<file path="src/design/ssp_defs.vh">
`ifndef SSP_DEFS_VH
`define SSP_DEFS_VH

// ---------------------------------------------------------------------
// register indices on the plain register port
// ---------------------------------------------------------------------
`define SSP_ADR_WORD0      5'h00
`define SSP_ADR_DWELL0     5'h08
`define SSP_ADR_REF_SEL    5'h10
`define SSP_ADR_OUT_SEL    5'h11
`define SSP_ADR_IN_SEL_LO  5'h12
`define SSP_ADR_IN_SEL_HI  5'h13
`define SSP_ADR_STATUS     5'h14

// ---------------------------------------------------------------------
// reset values and the dwell limit
// ---------------------------------------------------------------------
`define SSP_WORD_RST       16'h00F1
`define SSP_DWELL_RST      16'h012C
`define SSP_DWELL_MAX      16'h270F
`define SSP_SEL_RST        16'h0000

// ---------------------------------------------------------------------
// function codes
// ---------------------------------------------------------------------
`define SSP_MODE_SEQ       4'h6
`define SSP_OUT_FN_SEQ     5'h0F
`define SSP_IN_FN_A        5'h17
`define SSP_IN_FN_B        5'h18
`define SSP_CODE_NEVER     4'hF
`define SSP_DEST_NSTOP     4'h8
`define SSP_DEST_CSTOP     4'h9
`define SSP_DEST_FAULT     4'hA
`define SSP_TOP_GROUP2     4'h6
`define SSP_TOP_MAX        4'hB

// ---------------------------------------------------------------------
// field positions in a step word
// ---------------------------------------------------------------------
`define SSP_DIG_ADV        3:0
`define SSP_DIG_JMP        7:4
`define SSP_DIG_DST        11:8
`define SSP_DIG_TOP        15:12

// ---------------------------------------------------------------------
// timing
// ---------------------------------------------------------------------
`define SSP_TICK_MS        100
`define SSP_CLK_PERIOD_NS  5

`endif

</file>
<file path="src/design/ssp_sequencer.v">
// Design decisions made here: the register offsets and the strobed register port.
`timescale 1ns/1ps
`include "ssp_defs.vh"

module ssp_sequencer #(
  parameter TICK_CYCLES = (`SSP_TICK_MS * 1000000) / `SSP_CLK_PERIOD_NS
) (
  input  wire        mclk,
  input  wire        resetn,
  input  wire [4:0]  reg_addr,
  input  wire [15:0] reg_wdata,
  input  wire        reg_wr,
  input  wire        reg_rd,
  output reg  [15:0] reg_rdata,
  input  wire        run_cmd,
  input  wire        stop_req,
  input  wire [3:0]  din,
  output reg  [2:0]  preset_index,
  output reg         seq_active,
  output reg         ramp_sel2,
  output reg         dir_fwd,
  output reg         dir_rev,
  output reg         seq_aux_output,
  output wire        relay_out,
  output wire        opto_a_out,
  output wire        opto_b_out,
  output reg         normal_stop_req,
  output reg         coast_stop_req,
  output reg         sequence_end_fault
);

  // -------------------------------------------------------------------
  // local constants
  // -------------------------------------------------------------------
  localparam ST_IDLE = 2'b00;
  localparam ST_RUN  = 2'b01;
  localparam ST_END  = 2'b10;

  localparam [31:0] TICK_LAST = TICK_CYCLES - 1;

  // -------------------------------------------------------------------
  // condition evaluation shared by advance and jump digits
  // -------------------------------------------------------------------
  function cond_met;
    input [3:0] code;
    input       dwell_done;
    input       in_a;
    input       in_b;
    begin
      case (code)
        4'h0: cond_met = 1'b1;
        4'h1: cond_met = dwell_done;
        4'h2: cond_met = in_a;
        4'h3: cond_met = in_b;
        4'h4: cond_met = ~in_a;
        4'h5: cond_met = ~in_b;
        4'h6: cond_met = in_a | in_b;
        4'h7: cond_met = in_a & in_b;
        4'h8: cond_met = ~in_a & ~in_b;
        4'h9: cond_met = in_a & ~in_b;
        4'hA: cond_met = in_b & ~in_a;
        4'hB: cond_met = dwell_done & in_a;
        4'hC: cond_met = dwell_done & in_b;
        4'hD: cond_met = dwell_done & ~in_a;
        4'hE: cond_met = dwell_done & ~in_b;
        default: cond_met = 1'b0;
      endcase
    end
  endfunction

  // -------------------------------------------------------------------
  // register file
  // -------------------------------------------------------------------
  reg [15:0] step_words_ff [0:7];
  reg [15:0] step_dwell_times_ff [0:7];
  reg [3:0]  speed_ref_source_sel_ff;
  reg [14:0] out_sel_ff;      // relay, opto a, opto b, 5 bits each
  reg [19:0] input_terminal_function_sel_ff;

  reg [1:0]  state_ff;
  reg [2:0]  step_ff;
  reg [15:0] dwell_ff;
  reg [31:0] tick_cnt_ff;
  reg        run_prev_ff;

  integer i;

  // software writes; dwell clipped at its top so the timer compare holds
  always @(posedge mclk or negedge resetn) begin
    if (!resetn) begin
      for (i = 0; i < 8; i = i + 1) begin
        step_words_ff[i]       <= `SSP_WORD_RST;
        step_dwell_times_ff[i] <= `SSP_DWELL_RST;
      end
      speed_ref_source_sel_ff        <= 4'h0;
      out_sel_ff                     <= 15'h0000;
      input_terminal_function_sel_ff <= 20'h00000;
    end else if (reg_wr) begin
      if (reg_addr[4:3] == 2'b00) begin
        step_words_ff[reg_addr[2:0]] <= reg_wdata;
      end else if (reg_addr[4:3] == 2'b01) begin
        if (reg_wdata > `SSP_DWELL_MAX) begin
          step_dwell_times_ff[reg_addr[2:0]] <= `SSP_DWELL_MAX;
        end else begin
          step_dwell_times_ff[reg_addr[2:0]] <= reg_wdata;
        end
      end else if (reg_addr == `SSP_ADR_REF_SEL) begin
        speed_ref_source_sel_ff <= reg_wdata[3:0];
      end else if (reg_addr == `SSP_ADR_OUT_SEL) begin
        out_sel_ff <= reg_wdata[14:0];
      end else if (reg_addr == `SSP_ADR_IN_SEL_LO) begin
        input_terminal_function_sel_ff[9:0] <= reg_wdata[9:0];
      end else if (reg_addr == `SSP_ADR_IN_SEL_HI) begin
        input_terminal_function_sel_ff[19:10] <= reg_wdata[9:0];
      end
    end
  end

  // read data registered, valid only in the cycle after the strobe
  reg [15:0] nxt_rdata;
  always @* begin
    nxt_rdata = 16'h0000;
    if (reg_addr[4:3] == 2'b00) begin
      nxt_rdata = step_words_ff[reg_addr[2:0]];
    end else if (reg_addr[4:3] == 2'b01) begin
      nxt_rdata = step_dwell_times_ff[reg_addr[2:0]];
    end else begin
      case (reg_addr)
        `SSP_ADR_REF_SEL:   nxt_rdata = {12'h000, speed_ref_source_sel_ff};
        `SSP_ADR_OUT_SEL:   nxt_rdata = {1'b0, out_sel_ff};
        `SSP_ADR_IN_SEL_LO:
          nxt_rdata = {6'h00, input_terminal_function_sel_ff[9:0]};
        `SSP_ADR_IN_SEL_HI:
          nxt_rdata = {6'h00, input_terminal_function_sel_ff[19:10]};
        `SSP_ADR_STATUS:    nxt_rdata = {11'h000, state_ff, step_ff};
        default:            nxt_rdata = 16'h0000;
      endcase
    end
  end

  always @(posedge mclk or negedge resetn) begin
    if (!resetn) begin
      reg_rdata <= 16'h0000;
    end else if (reg_rd) begin
      reg_rdata <= nxt_rdata;
    end else begin
      reg_rdata <= 16'h0000;
    end
  end

  // -------------------------------------------------------------------
  // logic inputs from terminals
  // -------------------------------------------------------------------
  reg seq_input_a;
  reg seq_input_b;
  integer k;
  // several terminals on the same function are ORed together
  always @* begin
    seq_input_a = 1'b0;
    seq_input_b = 1'b0;
    for (k = 0; k < 4; k = k + 1) begin
      if (input_terminal_function_sel_ff[k*5 +: 5] == `SSP_IN_FN_A)
        seq_input_a = seq_input_a | din[k];
      if (input_terminal_function_sel_ff[k*5 +: 5] == `SSP_IN_FN_B)
        seq_input_b = seq_input_b | din[k];
    end
  end

  // -------------------------------------------------------------------
  // step decision
  // -------------------------------------------------------------------
  wire [15:0] cur_word   = step_words_ff[step_ff];
  wire [3:0]  adv_code   = cur_word[`SSP_DIG_ADV];
  wire [3:0]  jmp_code   = cur_word[`SSP_DIG_JMP];
  wire [3:0]  dst_code   = cur_word[`SSP_DIG_DST];
  wire [3:0]  top_code   = cur_word[`SSP_DIG_TOP];
  wire        dwell_done = (dwell_ff >= step_dwell_times_ff[step_ff]);
  wire        seq_mode   = (speed_ref_source_sel_ff == `SSP_MODE_SEQ);
  wire        start_edge = run_cmd & ~run_prev_ff;
  wire        tick       = (tick_cnt_ff == TICK_LAST);

  wire jump_hit = (jmp_code != `SSP_CODE_NEVER) &
                  cond_met(jmp_code, dwell_done, seq_input_a, seq_input_b);
  wire adv_hit  = cond_met(adv_code, dwell_done, seq_input_a, seq_input_b);

  reg [1:0] nxt_state;
  reg [2:0] nxt_step;
  reg       step_enter;
  reg       nxt_nstop;
  reg       nxt_cstop;
  reg       nxt_fault;

  // jump is tested before advance; a jump to the same step restarts dwell
  always @* begin
    nxt_state  = state_ff;
    nxt_step   = step_ff;
    step_enter = 1'b0;
    nxt_nstop  = normal_stop_req;
    nxt_cstop  = coast_stop_req;
    nxt_fault  = sequence_end_fault;
    case (state_ff)
      ST_IDLE: begin
        nxt_nstop = 1'b0;
        nxt_cstop = 1'b0;
        nxt_fault = 1'b0;
        if (start_edge && seq_mode && !stop_req) begin
          nxt_state  = ST_RUN;
          nxt_step   = 3'd0;
          step_enter = 1'b1;
        end
      end
      ST_RUN: begin
        if (!run_cmd || stop_req || !seq_mode) begin
          nxt_state = ST_IDLE;
        end else if (jump_hit) begin
          if (dst_code[3] == 1'b0) begin
            nxt_step   = dst_code[2:0];
            step_enter = 1'b1;
          end else if (dst_code == `SSP_DEST_NSTOP) begin
            nxt_state = ST_END;
            nxt_nstop = 1'b1;
          end else if (dst_code == `SSP_DEST_CSTOP) begin
            nxt_state = ST_END;
            nxt_cstop = 1'b1;
          end else if (dst_code == `SSP_DEST_FAULT) begin
            nxt_state = ST_END;
            nxt_fault = 1'b1;
          end
        end else if (adv_hit) begin
          nxt_step   = step_ff + 3'd1;
          step_enter = 1'b1;
        end
      end
      ST_END: begin
        // requests hold until the run command is dropped or a stop is requested
        if (!run_cmd || stop_req) begin
          nxt_state = ST_IDLE;
        end
      end
      default: begin
        nxt_state = ST_IDLE;
      end
    endcase
  end

  // -------------------------------------------------------------------
  // state, step and dwell timer
  // -------------------------------------------------------------------
  always @(posedge mclk or negedge resetn) begin
    if (!resetn) begin
      state_ff           <= ST_IDLE;
      step_ff            <= 3'd0;
      run_prev_ff        <= 1'b0;
      normal_stop_req    <= 1'b0;
      coast_stop_req     <= 1'b0;
      sequence_end_fault <= 1'b0;
    end else begin
      state_ff           <= nxt_state;
      step_ff            <= nxt_step;
      run_prev_ff        <= run_cmd;
      normal_stop_req    <= nxt_nstop;
      coast_stop_req     <= nxt_cstop;
      sequence_end_fault <= nxt_fault;
    end
  end

  // tick prescaler restarts with the step so every dwell is whole tenths
  always @(posedge mclk or negedge resetn) begin
    if (!resetn) begin
      tick_cnt_ff <= 32'd0;
      dwell_ff    <= 16'h0000;
    end else if (step_enter || state_ff != ST_RUN) begin
      tick_cnt_ff <= 32'd0;
      dwell_ff    <= 16'h0000;
    end else if (tick) begin
      tick_cnt_ff <= 32'd0;
      if (dwell_ff != `SSP_DWELL_MAX)
        dwell_ff <= dwell_ff + 16'h0001;
    end else begin
      tick_cnt_ff <= tick_cnt_ff + 32'd1;
    end
  end

  // -------------------------------------------------------------------
  // step outputs to the speed control
  // -------------------------------------------------------------------
  wire       top_ok  = (top_code <= `SSP_TOP_MAX);
  wire       grp2    = (top_code >= `SSP_TOP_GROUP2);
  wire [3:0] in_grp  = grp2 ? (top_code - `SSP_TOP_GROUP2) : top_code;
  wire       run_now = (state_ff == ST_RUN);

  // registered so the drive never sees a half-decoded digit
  always @(posedge mclk or negedge resetn) begin
    if (!resetn) begin
      preset_index   <= 3'd0;
      seq_active     <= 1'b0;
      ramp_sel2      <= 1'b0;
      dir_fwd        <= 1'b0;
      dir_rev        <= 1'b0;
      seq_aux_output <= 1'b0;
    end else begin
      preset_index   <= step_ff;
      seq_active     <= run_now;
      ramp_sel2      <= run_now & top_ok & grp2;
      seq_aux_output <= run_now & top_ok & (in_grp >= 4'd3);
      dir_fwd        <= run_now & top_ok &
                        (in_grp == 4'd0 || in_grp == 4'd3);
      dir_rev        <= run_now & top_ok &
                        (in_grp == 4'd1 || in_grp == 4'd4);
    end
  end

  // one shared aux state; any output on the sequence function follows it
  assign relay_out  = (out_sel_ff[4:0]   == `SSP_OUT_FN_SEQ) &
                      seq_aux_output;
  assign opto_a_out = (out_sel_ff[9:5]   == `SSP_OUT_FN_SEQ) &
                      seq_aux_output;
  assign opto_b_out = (out_sel_ff[14:10] == `SSP_OUT_FN_SEQ) &
                      seq_aux_output;

endmodule // ssp_sequencer

</file>
<file path="config.mk">
export PLATFORM = sky130hd
export DESIGN_NAME = ssp_sequencer
export DESIGN_NICKNAME = d
export VERILOG_FILES = /design/src/design/ssp_sequencer.v
export VERILOG_INCLUDE_DIRS = /design/src /design/src/design
export SDC_FILE = /design/constraint.sdc
export NUM_CORES = 1
export LEC_CHECK = 0
export BUFFER_PORTS_ARGS = -buffer_cell sky130_fd_sc_hd__clkbuf_2
export CAP_MARGIN = 10
export CORE_ASPECT_RATIO = 0.5
export CORE_UTILIZATION = 30
export CTS_CLUSTER_DIAMETER = 30
export DETAILED_ROUTE_END_ITERATION = 8
export HOLD_SLACK_MARGIN = 0.15
export PLACE_DENSITY = 0.45
export RECOVER_POWER = 50
export SLEW_MARGIN = 20
export SYNTH_ARGS = -nofsm -noshare
export SYNTH_HDL_FRONTEND = slang
export SYNTH_SLANG_ARGS = --single-unit
</file>
<file path="constraint.sdc">
create_clock -name mclk -period 5.9 [get_ports mclk]
set_clock_uncertainty 0.05 [all_clocks]
set_input_delay 0 -clock mclk [delete_from_list [all_inputs] [get_ports mclk]]
set_output_delay 0 -clock mclk [all_outputs]
set_load 0.02 [all_outputs]
</file>
==> Word level (Yosys, flattened, before mapping) <==
Cells that the tools add are included.
{ "word_totals": {"elab_cells": 265, "ff_bits": 376, "inputBits": 31, "output_inout_bits": 30} }
{ "op_classes": {"eq_ne": 73, "bitwise_logic": 38, "add_sub_neg": 4, "n_reduce_logical": 31, "n_lt_le_gt_ge": 8, "muxes": 76} }
{ "ops": {"columns": ["op", "n"], "rows": [
  ["128-bit bitwise mux", 2],
  ["16-bit 2-to-1 mux", 15],
  ["16-bit binary-select mux with 3-bit select", 4],
  ["128-bit 2-to-1 mux", 1],
  ["15-bit one-hot mux with 5 select lines", 1],
  ["4-bit equality test, second input constant", 17],
  ["5-bit equality test, second input constant", 13],
  ["64-bit AND", 1],
  ["32-bit 2-to-1 mux", 2],
  ["64-bit NOT", 1],
  ["64-bit OR", 1],
  ["16-bit demux with 3-bit select", 1],
  ["4-bit by 3-bit equality test with 1-bit output, second input constant", 10],
  ["32-bit by 1-bit adder with 32-bit output, second input constant", 1],
  ["32-bit by 25-bit equality test with 1-bit output, second input constant", 1],
  ["1-bit one-hot mux with 15 select lines", 2],
  ["1-bit 2-to-1 mux", 28],
  ["4-bit by 2-bit equality test with 1-bit output, second input constant", 5],
  ["5-bit AND reduction", 4],
  ["1-bit AND", 18],
  ["16-bit by 1-bit adder with 16-bit output, second input constant", 1],
  ["16-bit greater-or-equal comparator", 1],
  ["16-bit by 14-bit greater-than comparator with 1-bit output, second input constant", 1],
  ["2-bit 2-to-1 mux", 8],
  ["37 further kinds", 91]
]} }

==> Depth between registers and ports, before layout <==
{ "depth": {"depth_word": 18, "mapped_depth": 20, "mapped_depth_nobuf": 14} }

==> Worst setup path after synthesis <==
No wires, ideal clock.
{ "synth_timing": {"path_type": "register to register", "from": "register step_ff[0]", "to": "register tick_cnt_ff[23]", "path_slack_ps": 962, "n_path_buf": 6, "synth_period_minus_slack_ps": 4938, "required_time_ps": 5779, "setup_time_ps": 71, "arrival_time_ps": 4816, "path_stages_with_launch": 19, "cell_sequence": "dfrtp_1 buf_6 buf_12 buf_2 buf_1 buf_1 mux4_2 mux2i_1 ha_1 a2111o_1 o211ai_1 o211ai_1 a31oi_1 o211ai_1 nor2_1 mux2_4 a211o_4 buf_6 nor2_1"} }
{ "synth_between": {"elab_chain_len": 13, "elab_cells_between_ends": 53, "cone_classes": "1 x order compare; 29 x eq/ne; 14 x mux; 6 x bitwise; 3 x reduce/logical"} }
{ "synth_rtl": {"columns": ["element", "line", "rtl"], "rows": [
  ["from (decl)", "ssp_sequencer.v:81", "reg [2:0] step_ff;"],
  ["from (signal assigned)", "ssp_sequencer.v:259", "step_ff <= nxt_step;"],
  ["3-bit NOT with 4-bit output (not written as such) *", "ssp_sequencer.v:172, ssp_sequencer.v:177", null],
  ["16-bit binary-select mux with 3-bit select", "ssp_sequencer.v:177", "wire dwell_done = (dwell_ff >= step_dwell_times_ff[step_ff]);"],
  ["16-bit 2-to-1 mux (not written as such) (2 in a row)", "ssp_sequencer.v:177", null],
  ["16-bit greater-or-equal comparator", "ssp_sequencer.v:177", null],
  ["1-bit AND, on equally long branches", null, null],
  ["1-bit one-hot mux with 15 select lines", "ssp_sequencer.v:50", "case (code)"],
  ["1-bit 2-to-1 mux or 1-bit AND (tied branches)", "ssp_sequencer.v:229, ssp_sequencer.v:182", null],
  ["1-bit 2-to-1 mux *", "ssp_sequencer.v:215", "end else if (jump_hit) begin"],
  ["1-bit 2-to-1 mux *", "ssp_sequencer.v:213", "if (!run_cmd || stop_req || !seq_mode) begin"],
  ["1-bit one-hot mux with 2 select lines *", "ssp_sequencer.v:201", "case (state_ff)"],
  ["1-bit logical OR *", "ssp_sequencer.v:272", "end else if (step_enter || state_ff != ST_RUN) begin"],
  ["32-bit 2-to-1 mux *", "ssp_sequencer.v:272", null],
  ["to (signal assigned)", "ssp_sequencer.v:280", "tick_cnt_ff <= tick_cnt_ff + 32'd1;"],
  ["to (decl)", "ssp_sequencer.v:83", "reg [31:0] tick_cnt_ff;"]
]} }
Mark *: on every way between the ends. The rest lies on a longest branch, timed or not. The select of a mux whose other input is x is not followed.
A chain may end at the register's enable or synchronous reset.

==> Final worst setup path <==
{ "layout_timing": {"from": "register step_ff[2]", "to": "register dwell_ff[14]"} }
{ "layout_between": {"elab_chain_len": 14, "elab_cells_between_ends": 56, "cone_classes": "1 x order compare; 29 x eq/ne; 14 x mux; 6 x bitwise; 6 x reduce/logical"} }
{ "layout_rtl": {"columns": ["element", "line", "rtl"], "rows": [
  ["3-bit NOT with 4-bit output (not written as such) *", "ssp_sequencer.v:172, ssp_sequencer.v:177", null],
  ["16-bit binary-select mux with 3-bit select", "ssp_sequencer.v:177", null],
  ["16-bit 2-to-1 mux (not written as such) (2 in a row)", "ssp_sequencer.v:177", null],
  ["16-bit greater-or-equal comparator", "ssp_sequencer.v:177", null],
  ["1-bit AND, on equally long branches", null, null],
  ["1-bit one-hot mux with 15 select lines", "ssp_sequencer.v:50", null],
  ["1-bit 2-to-1 mux or 1-bit AND (tied branches)", "ssp_sequencer.v:229, ssp_sequencer.v:182", null],
  ["1-bit 2-to-1 mux *", "ssp_sequencer.v:215", null],
  ["1-bit 2-to-1 mux *", "ssp_sequencer.v:213", null],
  ["1-bit one-hot mux with 2 select lines *", "ssp_sequencer.v:201", null],
  ["1-bit logical OR *", "ssp_sequencer.v:272", null],
  ["2-bit nonzero test (no source line)", null, null],
  ["2-bit AND reduction (no source line)", null, null],
  ["to (signal assigned)", "ssp_sequencer.v:278", "dwell_ff <= dwell_ff + 16'h0001;"],
  ["to (decl)", "ssp_sequencer.v:82", "reg [15:0] dwell_ff;"]
]} }
Marks and branches as above.

==> results.tsv <==
stage	metric	value	unit
worst_setup_path	endpoint_kind	flip-flop	
min_path	hp-class	in -> reg	
min_path	hold_start	stop_req	
worst_setup_path	r2r_setup_slack	970	ps
sta	setup_violations	0	
layout	final_cells	2730	
placement	pre_cts_ws	998	ps
floorplanning	core	63400	sq um
sta	max_clock_freq	0.203	GHz
logic_synthesis	yosysMostFrequentCell	dfrtp_1	
route	routed_wl	64100	microns
power	ir_worst_vdd	0.000210	V
layout	areaGrowthSynthToFinish	19.7	%
cts	cts_max_level	3	
cts	cts_buffer_depth	3	
worst_setup_path	crit_family	compound AO/OA/AOI/OAI gates	
global_route	antenna_found_initial	4	
logic_synthesis	synth_area_per_cell	11.1	sq um
floorplanning	die_x	361	microns
power	p_leak	0.00966	uW
logic_synthesis	synth_common_cells	dfrtp_1, nand2_1, mux2_2	
worst_setup_path	critPathMaxStageDelay	1100	ps
layout	antenna_cells	0	
global_route	grtUsageTotal	19.9	%
power	p_per_area	380	nW/um^2
sta	worstMarginPinSlew	3120	ps
placement	dp_cells	2567	
sta	tns	0	ps
route	wl_per_cell	23.5	microns
floorplanning	rows	65	
floorplanning	ios	61	
logic_synthesis	synth.area.top_cells	dfrtp_1, mux2_2, dfstp_2	
global_route	grt_max_degree	85	
logic_synthesis	ys_warn_count	0	
cts	clk_latency	620	ps
power	finalPower	8810	uW
run	maxCapViolations	5	
worst_setup_path	cp_data_arrival_time	5380	ps
floorplanning	die_h	182	microns
sta	timing.final.crit_period	4930	ps
worst_setup_path	critPathKind	reg -> reg	
floorplanning	start_util	30.5	%
layout	fin_nets	1884	
logic_synthesis	yosysTopAreaCell	dfrtp_1	
floorplanning	die_area	65700	sq um
placement	numPortBuffers	60	
worst_setup_path	crit_fanout	19	
cts	postCtsSetupBuffers	0	
logic_synthesis	synth_top_flop_cell	dfrtp_1	
global_route	grt_pass1_wl	97400	microns
worst_setup_path	r2r_start	step_ff[2]$_DFFE_PN0P_	
logic_synthesis	synth.top_cell.area_share	39.3	%
logic_synthesis	synth_cell_types	67	
logic_synthesis	synth_fp_nets	1802	
placement	place.gp.congestion	0.847	
sta	worst_slack	966	ps
outcome	violations	max-capacitance violations, max-slew violations	
global_route	grt-ovfl-total	0	
cts	clkTransAtPathRegs	50	ps
logic_synthesis	syn_area	19400	sq um
logic_synthesis	synthArstFlopShare	100	%
logic_synthesis	synth_edf_count	0	
sta	drv_slew	299	
worst_setup_path	cp_slowest_cell	clkbuf_1	
min_path	hold_depth	5	
sta	rsz0062_at_grt	no	
min_path	min_delay_worst_endpoint	state_ff[1]$_DFFE_PN0P_	
worst_setup_path	path_depth	15	
route	vias_per_cell	5.34	
worst_setup_path	worstSetupStartpointType	flip-flop	
layout	drive_above_1_share	27.2	%
cts	cts_made_buffers	72	
sta	maxSlewHeadroom	-108	%
worst_setup_path	required	6350	ps
worst_setup_path	crit_path_frequent_cell	o211ai_1	
cts	cts_resized	0	
route	drt_iter0_drc	1003	
logic_synthesis	synth_cells	1751	
outcome	status	finished with violations	
global_route	first_global_vias	14900	
route	drc	0	
placement	hpwl	40700	microns
logic_synthesis	ys_ff_latch	376	
cts	cts_root_buf	clkbuf_16	
route	num_vias	14600	
cts	cts_tree	built	
cts	clock-sinks	376	
worst_setup_path	crit_chain	clkbuf_1 -> nand2_1 -> nand2_1 -> ha_1 -> nand2b_1 -> a2111o_1 -> o211ai_1 -> o211ai_1 -> a31oi_1 -> o211ai_1 -> nor2_1 -> buf_4 -> mux2_4 -> a21o_1 -> nor2_1	
layout	utilization	36.6	%
worst_setup_path	reg2reg_depth	15	
logic_synthesis	ys_seq_area_share	49.0	%
route	first_pass_iters	5	
route	antenna_left	0	
worst_setup_path	reg2reg_to	dwell_ff[14]$_DFFE_PN0P_	
sta	post-route-period-util	83.6	%
cts	cts_hold_buffers	29	
sta	hold_viol	0	
worst_setup_path	critPathBufInv	2	
==> sequential cells by signal, summed over array words and instances, names as in the netlist, 2 cells and up <==
name / flops
step_dwell_times_ff: 128
step_words_ff: 128
tick_cnt_ff: 32
input_terminal_function_sel_ff: 20
dwell_ff: 16
reg_rdata: 16
out_sel_ff: 15
speed_ref_source_sel_ff: 4
preset_index: 3
step_ff: 3
state_ff: 2
==> stage by stage <==
step	instance area, sq um	hold WS [ps]
2_1_floorplan	19400	-346
3_3_place_gp	20500	37.0
3_5_place_dp	20500	26.7
4_1_cts	23300	205
5_1_grt	23200	238
6_report	23200	223
==> routing by layer <==
layer | track usage (%) | share of wire [%] | up-vias | wire (microns)
li1 | - | - | 6619 | -
met4 | 5.81 | 2.4 | 4 | 1530
met1 | 27.8 | 47 | 7462 | 30100
met3 | 4.26 | 5.6 | 110 | 3580
met2 | 31.0 | 45 | 380 | 28800
met5 | 0 | 0.037 | - | 24
==> report_power, final <==
group / switching, uW / total (uW) / leakage [uW] / internal [uW]
combinational: 764 / 1360 / 0.00373 / 600
clock: 1440 / 4140 / 0.00118 / 2690
sequential: 292 / 3310 / 0.00476 / 3010
total: 2500 / 8810 / 0.00966 / 6310
==> cell type report <==
cell class                      instances  area, sq um
Tap cell                              837         1050
Clock buffer                          100         2040
Timing Repair Buffer                  127          820
Multi-Input combinational cell       1241         9320
Inverter                               15         56.3
Fill cell                            6320        40200
Sequential cell                       376         9510
Clock inverter                         34          408
==> logic make-up (layout without fill, tap and decap cells) <==
kind of cell / Yosys count / in the layout / share of synthesized area, %
muxes: 286 / 286 / 20.7
buffers and inverters: 134 / 276 / 2.90
xor gates and xnor gates: 49 / 49 / 2.22
and+or+nand+nor: 543 / 543 / 13.2
DFF: 376 / 376 / 49.0
AOI/OAI and AO/OA: 343 / 343 / 10.6
adders and majority gates: 20 / 20 / 1.29
==> worst max-delay path by stage <==
stage	start	end
after floorplan	step_ff[0]$_DFFE_PN0P_	tick_cnt_ff[23]$_DFF_PN0_
after global placement	step_ff[0]$_DFFE_PN0P_	step_ff[2]$_DFFE_PN0P_
after detailed placement	step_ff[0]$_DFFE_PN0P_	step_ff[2]$_DFFE_PN0P_
after CTS	step_ff[0]$_DFFE_PN0P_	step_ff[2]$_DFFE_PN0P_
after global routing	step_ff[2]$_DFFE_PN0P_	step_ff[2]$_DFFE_PN0P_
final	step_ff[2]$_DFFE_PN0P_	dwell_ff[14]$_DFFE_PN0P_
==> layout by cell type, fill, tap and decap left out, types with 40 or more instances in the layout <==
cell	synthesis	final
clkbuf_16	0	72
dfrtp_1	304	302
nand2_1	221	220
dfstp_2	72	72
o22ai_1	89	89
clkbuf_1	87	46
mux2_2	172	172
o21ai_0	150	150
mux2i_1	40	40
nor2_1	121	121
mux4_2	66	66
==> tightest hold or removal path, stage by stage <==
cell and delay (ps):
dlygate4sd3_1 520, clkbuf_2 100, nor2b_1 60, nand3_1 80
o21ai_0 70
No activity file was read; power rests on OpenSTA's default activity.
